===== src/pmc_pkg.sv =====
package pmc_pkg;

   // ****************************************************
   // Clock and timing
   // ****************************************************
   localparam int unsigned CLK_PERIOD_NS = 25;
   localparam int unsigned BLANK_TIME_NS = 20_000_000;
   localparam int unsigned LATCH_IGNORE_NS = 2_000_000;
   localparam int unsigned SPIKE_TIME_NS = 25_000;
   localparam int unsigned OVP_QUAL_NS = 120_000;
   localparam int unsigned SHORT_QUAL_NS = 190;

   // Least times round up to whole cycles
   localparam int unsigned BLANK_CYC =
      (BLANK_TIME_NS + CLK_PERIOD_NS - 1) / CLK_PERIOD_NS;
   localparam int unsigned LATCH_IGNORE_CYC =
      (LATCH_IGNORE_NS + CLK_PERIOD_NS - 1) / CLK_PERIOD_NS;
   localparam int unsigned SPIKE_CYC =
      (SPIKE_TIME_NS + CLK_PERIOD_NS - 1) / CLK_PERIOD_NS;
   localparam int unsigned OVP_QUAL_CYC =
      (OVP_QUAL_NS + CLK_PERIOD_NS - 1) / CLK_PERIOD_NS;
   localparam int unsigned SHORT_QUAL_CYC =
      (SHORT_QUAL_NS + CLK_PERIOD_NS - 1) / CLK_PERIOD_NS;

   // Wide enough for every long count above
   localparam int unsigned CNT_W = 24;

   // ****************************************************
   // Comparator decision bit positions
   // ****************************************************
   localparam int unsigned CMP_N = 12;
   localparam int unsigned CMP_FB_LOW = 0;
   localparam int unsigned CMP_FB_HIGH = 1;
   localparam int unsigned CMP_WAKE = 2;
   localparam int unsigned CMP_SLEEP = 3;
   localparam int unsigned CMP_VCC_OV = 4;
   localparam int unsigned CMP_BL_HIGH = 5;
   localparam int unsigned CMP_SHORT = 6;
   localparam int unsigned CMP_BL_LATCH = 7;
   localparam int unsigned CMP_OVER_TEMP = 8;
   localparam int unsigned CMP_VCC_LOW = 9;
   localparam int unsigned CMP_VCC_ON = 10;
   localparam int unsigned CMP_VCC_RESET = 11;

   // ****************************************************
   // Operating modes
   // ****************************************************
   typedef enum logic [2:0] {
      MODE_WAIT,
      MODE_STARTUP,
      MODE_NORMAL,
      MODE_BURST,
      MODE_RESTART,
      MODE_LATCHED
   } pmc_mode_t;

endpackage


===== src/pmc_cmp_if.sv =====
`timescale 1ns/1ps
interface pmc_cmp_if;
   import pmc_pkg::*;

   // Synchronised comparator decisions
   logic [CMP_N-1:0] dec;

   modport sync (output dec);
   modport core (input dec);
endinterface


===== src/pmc_sync_bank.sv =====
`timescale 1ns/1ps
module pmc_sync_bank
   import pmc_pkg::*;
(
   input wire logic clk_sys,
   input wire logic resetn,
   input wire logic [CMP_N-1:0] rawCmp,
   pmc_cmp_if.sync cmpOut
);

   // ****************************************************
   // Two-stage synchronisers, one per comparator
   // ****************************************************
   logic [CMP_N-1:0] meta_q;
   logic [CMP_N-1:0] sync_q;

   genvar i;
   generate
      for (i = 0; i < CMP_N; i++) begin : g_sync
         always_ff @(posedge clk_sys) begin
            if (!resetn) begin
               meta_q[i] <= 1'b0;
               sync_q[i] <= 1'b0;
            end else begin
               meta_q[i] <= rawCmp[i];
               sync_q[i] <= meta_q[i];
            end
         end
      end
   endgenerate

   assign cmpOut.dec = sync_q;

endmodule // pmc_sync_bank


===== src/pmc_qual_filter.sv =====
`timescale 1ns/1ps
module pmc_qual_filter #(
   parameter int unsigned CYCLES = 1
) (
   input wire logic clk_sys,
   input wire logic resetn,
   input wire logic level,
   output logic qualified
);

   // ****************************************************
   // Level must hold for CYCLES clocks before it passes
   // ****************************************************
   localparam int unsigned W = (CYCLES > 1) ? $clog2(CYCLES) : 1;
   localparam logic [W-1:0] CMAX = W'(CYCLES - 1);

   logic [W-1:0] cnt_q;
   logic qual_q;

   always_ff @(posedge clk_sys) begin
      if (!resetn) begin
         cnt_q <= '0;
      end else if (!level) begin
         cnt_q <= '0;
      end else if (cnt_q != CMAX) begin
         cnt_q <= cnt_q + W'(1);
      end
   end

   // Any dropout restarts the wait, so short spikes never pass
   always_ff @(posedge clk_sys) begin
      if (!resetn) begin
         qual_q <= 1'b0;
      end else begin
         qual_q <= level && (cnt_q == CMAX);
      end
   end

   assign qualified = qual_q;

endmodule // pmc_qual_filter


===== src/pmc_mode_ctrl.sv =====
`timescale 1ns/1ps
module pmc_mode_ctrl
   import pmc_pkg::*;
#(
   parameter int unsigned BLANK_CYCLES = BLANK_CYC,
   parameter int unsigned LATCH_IGNORE_CYCLES = LATCH_IGNORE_CYC,
   parameter int unsigned OVP_QUAL_CYCLES = OVP_QUAL_CYC
) (
   input wire logic clk_sys,
   input wire logic resetn,
   input wire logic fbWindowLow,
   input wire logic fbWindowHigh,
   input wire logic burstWakeCmp,
   input wire logic burstSleepCmp,
   input wire logic supplyOvCmp,
   input wire logic blankPinHighCmp,
   input wire logic shortFaultCmp,
   input wire logic extLatchLowCmp,
   input wire logic overTempCmp,
   input wire logic vccBelowOffCmp,
   input wire logic vccAboveOnCmp,
   input wire logic vccBelowResetCmp,
   input wire logic softStartDone,
   output logic biasEn_q,
   output logic switchEn_q,
   output logic reducedLimitGate_q,
   output logic startupCellOn_q,
   output logic blankClampOn_q,
   output logic burstFlag_q,
   output logic [2:0] modeState_q
);

   // ****************************************************
   // Input synchronisation
   // ****************************************************
   pmc_cmp_if cmpBus ();

   logic [CMP_N-1:0] rawCmp;

   always_comb begin
      rawCmp = '0;
      rawCmp[CMP_FB_LOW] = fbWindowLow;
      rawCmp[CMP_FB_HIGH] = fbWindowHigh;
      rawCmp[CMP_WAKE] = burstWakeCmp;
      rawCmp[CMP_SLEEP] = burstSleepCmp;
      rawCmp[CMP_VCC_OV] = supplyOvCmp;
      rawCmp[CMP_BL_HIGH] = blankPinHighCmp;
      rawCmp[CMP_SHORT] = shortFaultCmp;
      rawCmp[CMP_BL_LATCH] = extLatchLowCmp;
      rawCmp[CMP_OVER_TEMP] = overTempCmp;
      rawCmp[CMP_VCC_LOW] = vccBelowOffCmp;
      rawCmp[CMP_VCC_ON] = vccAboveOnCmp;
      rawCmp[CMP_VCC_RESET] = vccBelowResetCmp;
   end

   // Every comparator crosses into the clock domain here
   pmc_sync_bank u_sync (
      .clk_sys(clk_sys),
      .resetn(resetn),
      .rawCmp(rawCmp),
      .cmpOut(cmpBus.sync)
   );

   logic fbLow;
   logic fbHigh;
   logic wake;
   logic sleep;
   logic vccLow;
   logic vccOn;
   logic vccReset;

   assign fbLow = cmpBus.dec[CMP_FB_LOW];
   assign fbHigh = cmpBus.dec[CMP_FB_HIGH];
   assign wake = cmpBus.dec[CMP_WAKE];
   assign sleep = cmpBus.dec[CMP_SLEEP];
   assign vccLow = cmpBus.dec[CMP_VCC_LOW];
   assign vccOn = cmpBus.dec[CMP_VCC_ON];
   assign vccReset = cmpBus.dec[CMP_VCC_RESET];

   // ****************************************************
   // Fault qualification filters
   // ****************************************************
   logic ovSpikeOk;
   logic ovQualified;
   logic tempQualified;
   logic shortQualified;
   logic pinChargedOk;
   logic pinChargeLevel;

   // Spike filter first, then the longer persistence
   pmc_qual_filter #(.CYCLES(SPIKE_CYC)) u_ovSpike (
      .clk_sys(clk_sys),
      .resetn(resetn),
      .level(cmpBus.dec[CMP_VCC_OV]),
      .qualified(ovSpikeOk)
   );

   // Overvoltage must persist for its qualification time
   pmc_qual_filter #(.CYCLES(OVP_QUAL_CYCLES)) u_ovQual (
      .clk_sys(clk_sys),
      .resetn(resetn),
      .level(ovSpikeOk),
      .qualified(ovQualified)
   );

   // Temperature trip through the same spike filter
   pmc_qual_filter #(.CYCLES(SPIKE_CYC)) u_tempSpike (
      .clk_sys(clk_sys),
      .resetn(resetn),
      .level(cmpBus.dec[CMP_OVER_TEMP]),
      .qualified(tempQualified)
   );

   // Short level must hold 190 ns, rounded up to whole cycles
   pmc_qual_filter #(.CYCLES(SHORT_QUAL_CYC)) u_shortQual (
      .clk_sys(clk_sys),
      .resetn(resetn),
      .level(cmpBus.dec[CMP_SHORT]),
      .qualified(shortQualified)
   );

   // Pin counts as charged only once the clamp is open
   assign pinChargeLevel = cmpBus.dec[CMP_BL_HIGH] && !blankClampOn_q;

   pmc_qual_filter #(.CYCLES(SPIKE_CYC)) u_pinSpike (
      .clk_sys(clk_sys),
      .resetn(resetn),
      .level(pinChargeLevel),
      .qualified(pinChargedOk)
   );

   // ****************************************************
   // Mode state
   // ****************************************************
   pmc_mode_t state_q;
   pmc_mode_t state_d;
   logic burstOn_q;
   logic burstOn_d;
   logic uvloSeen_q;
   logic cellHyst_q;
   logic [CNT_W-1:0] blankCnt_q;
   logic [CNT_W-1:0] sinceStart_q;
   logic blankDone;
   logic latchArmed;
   logic latchFault;
   logic running;

   localparam logic [CNT_W-1:0] BLANK_END = CNT_W'(BLANK_CYCLES);
   localparam logic [CNT_W-1:0] LATCH_END = CNT_W'(LATCH_IGNORE_CYCLES);

   assign blankDone = (blankCnt_q == BLANK_END);
   assign latchArmed = (sinceStart_q == LATCH_END);
   assign running = (state_q == MODE_STARTUP) ||
                    (state_q == MODE_NORMAL) ||
                    (state_q == MODE_BURST);

   // Any of these ends in the latched state
   assign latchFault = ovQualified ||
                       tempQualified ||
                       shortQualified ||
                       (cmpBus.dec[CMP_BL_LATCH] && latchArmed);

   always_comb begin
      state_d = state_q;
      unique case (state_q)
         MODE_WAIT, MODE_RESTART: begin
            // A fresh lockout cycle must pass before switching resumes
            if (uvloSeen_q && vccOn) begin
               state_d = MODE_STARTUP;
            end
         end
         MODE_STARTUP: begin
            if (latchFault) begin
               state_d = MODE_LATCHED;
            end else if (vccLow) begin
               state_d = MODE_RESTART;
            end else if (softStartDone) begin
               state_d = MODE_NORMAL;
            end
         end
         MODE_NORMAL: begin
            if (latchFault) begin
               state_d = MODE_LATCHED;
            end else if (vccLow) begin
               state_d = MODE_RESTART;
            end else if (fbHigh && pinChargedOk) begin
               state_d = MODE_RESTART;
            end else if (fbLow && blankDone) begin
               state_d = MODE_BURST;
            end
         end
         MODE_BURST: begin
            if (latchFault) begin
               state_d = MODE_LATCHED;
            end else if (vccLow) begin
               state_d = MODE_RESTART;
            end else if (fbHigh) begin
               state_d = MODE_NORMAL;
            end
         end
         MODE_LATCHED: begin
            // Nothing but a deep supply drop releases it
            if (vccReset) begin
               state_d = MODE_WAIT;
            end
         end
      endcase
   end

   always_ff @(posedge clk_sys) begin
      if (!resetn) begin
         state_q <= MODE_WAIT;
      end else begin
         state_q <= state_d;
      end
   end

   // ****************************************************
   // Burst on/off hysteresis
   // ****************************************************
   always_comb begin
      burstOn_d = 1'b0;
      if (state_d == MODE_BURST && state_q == MODE_BURST) begin
         if (wake) begin
            burstOn_d = 1'b1;
         end else if (sleep) begin
            burstOn_d = 1'b0;
         end else begin
            burstOn_d = burstOn_q;
         end
      end
   end

   always_ff @(posedge clk_sys) begin
      if (!resetn) begin
         burstOn_q <= 1'b0;
      end else begin
         burstOn_q <= burstOn_d;
      end
   end

   // ****************************************************
   // Blanking counter
   // ****************************************************
   // Disabled until soft start ends, zero while feedback is in range
   always_ff @(posedge clk_sys) begin
      if (!resetn) begin
         blankCnt_q <= '0;
      end else if (state_q != MODE_NORMAL || !softStartDone) begin
         blankCnt_q <= '0;
      end else if (!(fbLow || fbHigh)) begin
         blankCnt_q <= '0;
      end else if (!blankDone) begin
         blankCnt_q <= blankCnt_q + CNT_W'(1);
      end
   end

   // Clamp opens only after full blanking under overload
   always_ff @(posedge clk_sys) begin
      if (!resetn) begin
         blankClampOn_q <= 1'b1;
      end else begin
         blankClampOn_q <= !(state_d == MODE_NORMAL && fbHigh && blankDone);
      end
   end

   // ****************************************************
   // Start-up age, for the external latch request
   // ****************************************************
   // Early pin noise during start-up must not latch the part off
   always_ff @(posedge clk_sys) begin
      if (!resetn) begin
         sinceStart_q <= '0;
      end else if (!running) begin
         sinceStart_q <= '0;
      end else if (!latchArmed) begin
         sinceStart_q <= sinceStart_q + CNT_W'(1);
      end
   end

   // ****************************************************
   // Undervoltage lockout tracking
   // ****************************************************
   // Power-on reset comes from lockout, so the first start needs no dip
   always_ff @(posedge clk_sys) begin
      if (!resetn) begin
         uvloSeen_q <= 1'b1;
      end else if (state_d == MODE_RESTART && state_q != MODE_RESTART) begin
         uvloSeen_q <= vccLow;
      end else if (vccLow) begin
         uvloSeen_q <= 1'b1;
      end
   end

   // Cell on below turn-off level, off above turn-on level
   always_ff @(posedge clk_sys) begin
      if (!resetn) begin
         cellHyst_q <= 1'b1;
      end else if (vccLow) begin
         cellHyst_q <= 1'b1;
      end else if (vccOn) begin
         cellHyst_q <= 1'b0;
      end
   end

   // ****************************************************
   // Registered outputs
   // ****************************************************
   always_ff @(posedge clk_sys) begin
      if (!resetn) begin
         biasEn_q <= 1'b0;
         switchEn_q <= 1'b0;
      end else begin
         unique case (state_d)
            MODE_STARTUP, MODE_NORMAL: begin
               biasEn_q <= 1'b1;
               switchEn_q <= !vccLow;
            end
            MODE_BURST: begin
               biasEn_q <= burstOn_d;
               switchEn_q <= burstOn_d && !vccLow;
            end
            default: begin
               biasEn_q <= 1'b0;
               switchEn_q <= 1'b0;
            end
         endcase
      end
   end

   // Low limit only while bursting; full current restored on exit
   always_ff @(posedge clk_sys) begin
      if (!resetn) begin
         reducedLimitGate_q <= 1'b0;
         burstFlag_q <= 1'b0;
      end else begin
         reducedLimitGate_q <= (state_d == MODE_BURST);
         burstFlag_q <= (state_d == MODE_BURST);
      end
   end

   // Cell is never on while running or bursting; it would waste power
   always_ff @(posedge clk_sys) begin
      if (!resetn) begin
         startupCellOn_q <= 1'b1;
      end else begin
         unique case (state_d)
            MODE_WAIT, MODE_RESTART, MODE_LATCHED: begin
               startupCellOn_q <= vccLow || (cellHyst_q && !vccOn);
            end
            default: begin
               startupCellOn_q <= 1'b0;
            end
         endcase
      end
   end

   always_ff @(posedge clk_sys) begin
      if (!resetn) begin
         modeState_q <= 3'(MODE_WAIT);
      end else begin
         modeState_q <= 3'(state_d);
      end
   end

endmodule // pmc_mode_ctrl


===== config.mk =====
export PLATFORM = sky130hd
export DESIGN_NAME = pmc_mode_ctrl
export DESIGN_NICKNAME = d
export VERILOG_FILES = /design/src/pmc_pkg.sv /design/src/pmc_cmp_if.sv /design/src/pmc_sync_bank.sv /design/src/pmc_qual_filter.sv /design/src/pmc_mode_ctrl.sv
export SDC_FILE = /design/constraint.sdc
export NUM_CORES = 1
export LEC_CHECK = 0
export BUFFER_PORTS_ARGS = -buffer_cell sky130_fd_sc_hd__buf_2
export CAP_MARGIN = 20
export CORE_ASPECT_RATIO = 1.5
export CORE_MARGIN = 2
export CORE_UTILIZATION = 65
export CTS_BUF_LIST = sky130_fd_sc_hd__clkbuf_8
export CTS_CLUSTER_DIAMETER = 40
export DETAILED_ROUTE_END_ITERATION = 6
export PLACE_DENSITY = 0.9
export SLEW_MARGIN = 20
export SYNTH_ARGS = -nofsm -noshare
export SYNTH_HDL_FRONTEND = slang
export SYNTH_HIERARCHICAL = 1
export SYNTH_SLANG_ARGS = --single-unit

===== constraint.sdc =====
create_clock -name clk_sys -period 2.9 [get_ports clk_sys]
set_input_delay 0.145 -clock clk_sys [delete_from_list [all_inputs] [get_ports clk_sys]]
set_output_delay 0.145 -clock clk_sys [all_outputs]
set_load 0.02 [all_outputs]

; After elaboration in Yosys (flattened, before gate mapping)
; Cells that the tools add are included.
[classes]
add_sub_neg = 7
eq_ne = 24
muxes = 21
bitwise_logic = 2
reduce_logical = 43
[ops]
columns = cell, count
row1 = "24-bit by 1-bit adder with 24-bit output, second input constant", 2
row2 = 3-bit two-way mux, 12
row3 = "10-bit by 1-bit adder with 10-bit output, second input constant", 3
row4 = "10-bit equality test, second input constant", 3
row5 = "10-bit != test, second input constant", 3
row6 = "24-bit by 17-bit equality test with 1-bit output, second input constant", 1
row7 = "24-bit by 20-bit equality test with 1-bit output, second input constant", 1
row8 = 1-bit logical AND, 16
row9 = "3-bit equality test, second input constant", 5
row10 = 3-bit case mux with 5 select lines, 1
row11 = "13-bit by 1-bit adder with 13-bit output, second input constant", 1
row12 = "13-bit equality test, second input constant", 1
row13 = "13-bit != test, second input constant", 1
row14 = "3-bit by 2-bit equality test with 1-bit output, second input constant", 4
row15 = 2-bit AND reduction, 6
row16 = 1-bit logical OR, 8
row17 = "3-bit by 1-bit equality test with 1-bit output, second input constant", 2
row18 = 3-bit zero test, 2
row19 = 1-bit two-way mux, 6
row20 = "3-bit != test, second input constant", 2
row21 = 2-bit OR reduction, 3
row22 = 3-bit OR reduction, 2
row23 = 1-bit zero test, 5
row24 = 1-bit case mux with 2 select lines, 2
row25 = 4 further kinds, 5
[word_totals]
reg_bits = 134
inputBits = 15
out_inout_bits = 9
word_cells = 142

; Logic depth before layout (Yosys ltp)
[depth]
depth_word = 12
depth_mapped = 8
ltp_nobuf = 8

; Cells and area by module
; Netlist, hierarchy kept.
[modules_own_cells]
columns = mod, instances, cells_each, area_per_inst_um2, seq_area_each_um2
row1 = pmc_mode_ctrl, 1, 338, 2916.5, 1181.1
row2 = pmc_qual_filter (u_ovSpike ...), 3, 55, 488.0, 220.2
row3 = pmc_sync_bank, 1, 50, 675.6, 480.5
row4 = pmc_qual_filter (u_ovQual), 1, 69, 645.6, 280.3
row5 = pmc_qual_filter (u_shortQual), 1, 14, 156.4, 80.1

; Worst setup path before layout
; OpenSTA, ideal clock, no wires.
[synth_timing]
path_type = register -> register
startpoint = reg sinceStart_q[0]
endpoint = reg blankClampOn_q
setup_time_ps = 127
t_arrival_ps = 1801
setup_slack_ps = 972
path_stages_with_launch = 9
n_path_buf = 0
path_cell_list = dfxtp_1 -> inv_1 -> ha_1 -> nor4b_2 -> nand4_2 -> o21ai_0 -> a211oi_2 -> nor2_4 -> or3_1
[synth_via]
elab_chain_cells = 9
word_cells_on_any_way = 11
[synth_lines]
columns = item, line
row1 = from (decl), pmc_mode_ctrl.sv:142  ; logic [CNT_W-1:0] sinceStart_q;
row2 = from (signal assigned), pmc_mode_ctrl.sv:277  ; sinceStart_q <= sinceStart_q + CNT_W'(1);
row3 = 24-bit by 17-bit equality test with 1-bit output *, pmc_mode_ctrl.sv:152  ; assign latchArmed = (sinceStart_q == LATCH_END);
row4 = 1-bit logical AND *, pmc_mode_ctrl.sv:161  ; (cmpBus.dec[CMP_BL_LATCH] && latchArmed);
row5 = 1-bit logical OR *, pmc_mode_ctrl.sv:160  ; shortQualified ||
row6 = 3-bit two-way mux (on tied branches), "pmc_mode_ctrl.sv:193, pmc_mode_ctrl.sv:173, pmc_mode_ctrl.sv:182"
row7 = 3-bit case mux with 5 select lines *, pmc_mode_ctrl.sv:165  ; unique case (state_q)
row8 = 3-bit by 2-bit equality test with 1-bit output *, pmc_mode_ctrl.sv:263  ; blankClampOn_q <= !(state_d == MODE_NORMAL && fbHigh && blankDone);
row9 = 1-bit logical AND * (2 in a row), pmc_mode_ctrl.sv:263
row10 = 1-bit zero test *, pmc_mode_ctrl.sv:263
row11 = to (signal assigned), pmc_mode_ctrl.sv:263
row12 = to (decl), pmc_mode_ctrl.sv:28  ; output logic blankClampOn_q,
; Mark *: on every way between the ends. The rest lies on a longest branch, timed or not.
; A chain may end at the register's enable or synchronous reset.

; Worst setup path after layout
; Same ends and word-level chain as after synthesis.

==> run metrics <==
final setup margin=between 0.7 and 0.8 ns; PortBufs=23; n_diodes=0; Final nets=705; CTS tree=yes; Synth Area in Adders=between 2 and 2.5%; warnings from Yosys=6; kind of critical path=flop to flop; setup TNS=0 ns; Synth Area in Compound Gates=10.6%; die width=81.5 um; WP data required=roughly 3.2 ns; worst vdd ir=about 0.41 mV; Tightest Pin Transition=0.975 ns; HP Class=input port to flop; share of layout cells above drive strength 1=between 10 and 15%; Buffers & Inverters on Critical Path=1; Synth Area in XOR/XNOR=between 7 and 8%; Via density=around 6.0; core area=roughly 9000 um^2; DRT antenna net count=0; DIE AREA=9800 um^2; # hold bufs at CTS=12; routed wire length=between 10000 and 15000 um; Clk pin slew, worst setup/hold paths=about 0.07 ns; #FFs+latches synth=~130; count of cell types in the netlist=70; sequential share of power=53.1%; Final Non-Filler Cells=799; latest clock arrival within the worst-skew pair=approximately 0.43 ns; min Tclk post-route=between 2 and 2.5 ns; slowest CP cell=a211oi_2; CP endpoint kind=flop; Post-Syn Area=5860 um^2; Int Pwr=about 0.0028 W; dpl hpwl=8140 um; share of total power in combinational logic=under 10%; H-tree depth=4; pin count of the biggest net entering global routing=27; f_max=458 MHz; Placed Cells incl. Taps=about 760; final setup violation count=0; Fill cells=a little under 600; Inserted Clock Buffers=17; Die Y=roughly 120 um; overall routing resource usage=27.1%; DRC violations left=0; Initial Util=between 60 and 70%; pre-CTS WS=about 0.76 ns; Placer Congestion=a little under 1; Cell Chain, Critical Path=inv_1 > ha_1 > nor4b_2 > nand4_2 > o21ai_0 > a211oi_2 > nor2_4 > or3_1; Root Driver=clkbuf_8; CTS sink cnt=roughly 130; EDFF count, synth=0; sw power=approximately 0.00076 W; sequential area share after synthesis=between 40% and 50%; vias post-DR=roughly 4800; CP Max Fanout=7; RSZ-0062 raised after global routing=false; Ports=24; Hold Violations, Final=0; Slew Viols, Final=0; Post-Syn Area per Cell=about 9.2 um^2; vias in the first global route=4686; drt pass-1 iters=5; Startpoint Class=flop; post-synthesis mux area share=1.90%; clock group share of total power=a little over two fifths; Net Sw Frac=a little over a fifth; max-cap violations=0; Crit path arrival time=roughly 2.5 ns; outcome=complete, no violations; first-pass GRT wire length=around 21000 um; clk buf depth=2; gr ovfl total=0; Mapped Cells=roughly 640; Synth Net Count=around 660; Main synth FF type=dfxtp_1; largest family of logic cells by synthesized area=simple AND/OR/NAND/NOR gates; simple-gate portion of the synthesized area=between 20 and 30%; Hold WS=between 0.2 and 0.25 ns; fin crit share=about three quarters; Lkg Pwr=~2.3 nW; Worst slew margin=between 30% and 40%; FFs w/ async S/R, synth=0%; Layout area overhead=11.8%; Initial DRC Count=352; Top delay family on crit path=simple AND/OR/NAND/NOR gates; Resize count post-CTS=0; initial antenna violation count=0; Clock Skews=about 0.012 ns; Largest stage delay, worst path=between 0.4 and 0.5 ns; Pwr Density=roughly 540 nW/um^2; Routed wire per std cell=approximately 15 um; Post-CTS Setup Bufs=0; row count=42
## layout by cell type (no fill, tap or decap), types with 3 or more instances in the layout
master         instances
and2_2                18
nor3_1                 8
nor2_1                82
o21ai_0               28
buf_2                 23
clkbuf_8              19
xor2_1                35
and2_1                13
dfxtp_1              134
or3_1                 12
dlygate4sd3_1         12
nor4b_1                3
nor2b_1                4
nand3_1               32
ha_1                  10
or4_1                  8
o31ai_1                6
nand2_1               49
bufinv_16              3
a311o_1                7
mux2i_1               10
and3_1                12
and4_1                 4
a21oi_1               29
inv_1                 19
a31oi_1                6
nand2_2                3
and4bb_2               4
xnor2_1               15
and3_2                 3
nor4_1                 6
nand4_1               21
or3_2                  3
## worst paths after layout
kind / start / end / slack (ns) / depth (start not counted)
hold reg to reg: u_sync/meta_q[7] / u_sync/cmpOut.dec[7] / 0.45 / 1
setup reg to reg: sinceStart_q[0] / blankClampOn_q / 0.72 / 8
hold / removal: resetn / u_sync/meta_q[1] / 0.20 / 2
setup / recovery: sinceStart_q[0] / blankClampOn_q / 0.72 / 8
## sequential cells by signal, indices dropped and copies added, names as in the netlist
| register | flops |
|---|---|
| biasEn_q | 1 |
| blankClampOn_q | 1 |
| blankCnt_q | 24 |
| burstFlag_q | 1 |
| burstOn_q | 1 |
| cellHyst_q | 1 |
| modeState_q | 3 |
| sinceStart_q | 24 |
| startupCellOn_q | 1 |
| switchEn_q | 1 |
| u_ovQual/cnt_q | 13 |
| u_ovQual/qualified | 1 |
| u_ovSpike/cnt_q | 10 |
| u_ovSpike/qualified | 1 |
| u_pinSpike/cnt_q | 10 |
| u_pinSpike/qualified | 1 |
| u_shortQual/cnt_q | 3 |
| u_shortQual/qualified | 1 |
| u_sync/cmpOut.dec | 12 |
| u_sync/meta_q | 12 |
| u_tempSpike/cnt_q | 10 |
| u_tempSpike/qualified | 1 |
| uvloSeen_q | 1 |
## power groups by stage
stage                     clock network (W)  registers [W]   logic, W
after floorplan                           0        0.00193  0.0000907
after global placement                    0        0.00193   0.000135
after detailed placement                  0        0.00193   0.000139
after CTS                           0.00152        0.00189   0.000153
after global routing                0.00162        0.00189   0.000169
final                               0.00151        0.00189   0.000155
## per-stage QoR
| stage | total power, W | utilization (%) | instance area, um^2 |
|---|---|---|---|
| floorplan | 0.00203 | - | 5860 |
| global placement | 0.00206 | 68.9 | 6050 |
| detailed placement | 0.00207 | 68.9 | 6050 |
| CTS | 0.00357 | 74.6 | 6550 |
| global route | 0.00368 | 74.6 | 6550 |
| finish | 0.00356 | 74.6 | 6550 |
## cell type report
type	instances	area, um^2	share of cell area (%)
clock inverter	9	115	1.76
multi-input combinational	475	3040	46.5
inverter	15	56.3	0.860
sequential	134	2680	41.0
clock buffer	19	262	3.99
tap	110	138	2.10
timing repair buffer	37	250	3.82
## cell families (layout without fill, tap and decap cells)
logic type,Yosys count,after routing
mux,11,11
fa+ha+maj,10,10
simple gates,308,308
buf+inv,27,80
xor+xnor,50,50
flops,134,134
compound gates,96,96
## routing by layer
layer	up-vias	wire (um)	part of all wire (%)	GRT usage, %
li1	2358	-	-	-
met1	2283	4900	40	30.8
met2	154	6460	52	46.6
met3	37	623	5.1	6.64
met4	0	325	2.6	12.5
met5	-	0	0	0
## cells in the mapped netlist, types with 13 or more instances
cell       n  area share (%)
nand3_1   32             2.7
o21ai_0   28             2.4
xnor2_1   15             2.2
inv_1     15            0.96
a21oi_1   29             2.5
nand2_1   49             3.1
and2_2    18             2.3
dfxtp_1  134              46
xor2_1    35             5.2
and2_1    13             1.4
nor2_1    82             5.3
nand4_1   21             2.2
No activity file was read; power rests on OpenSTA's default activity.
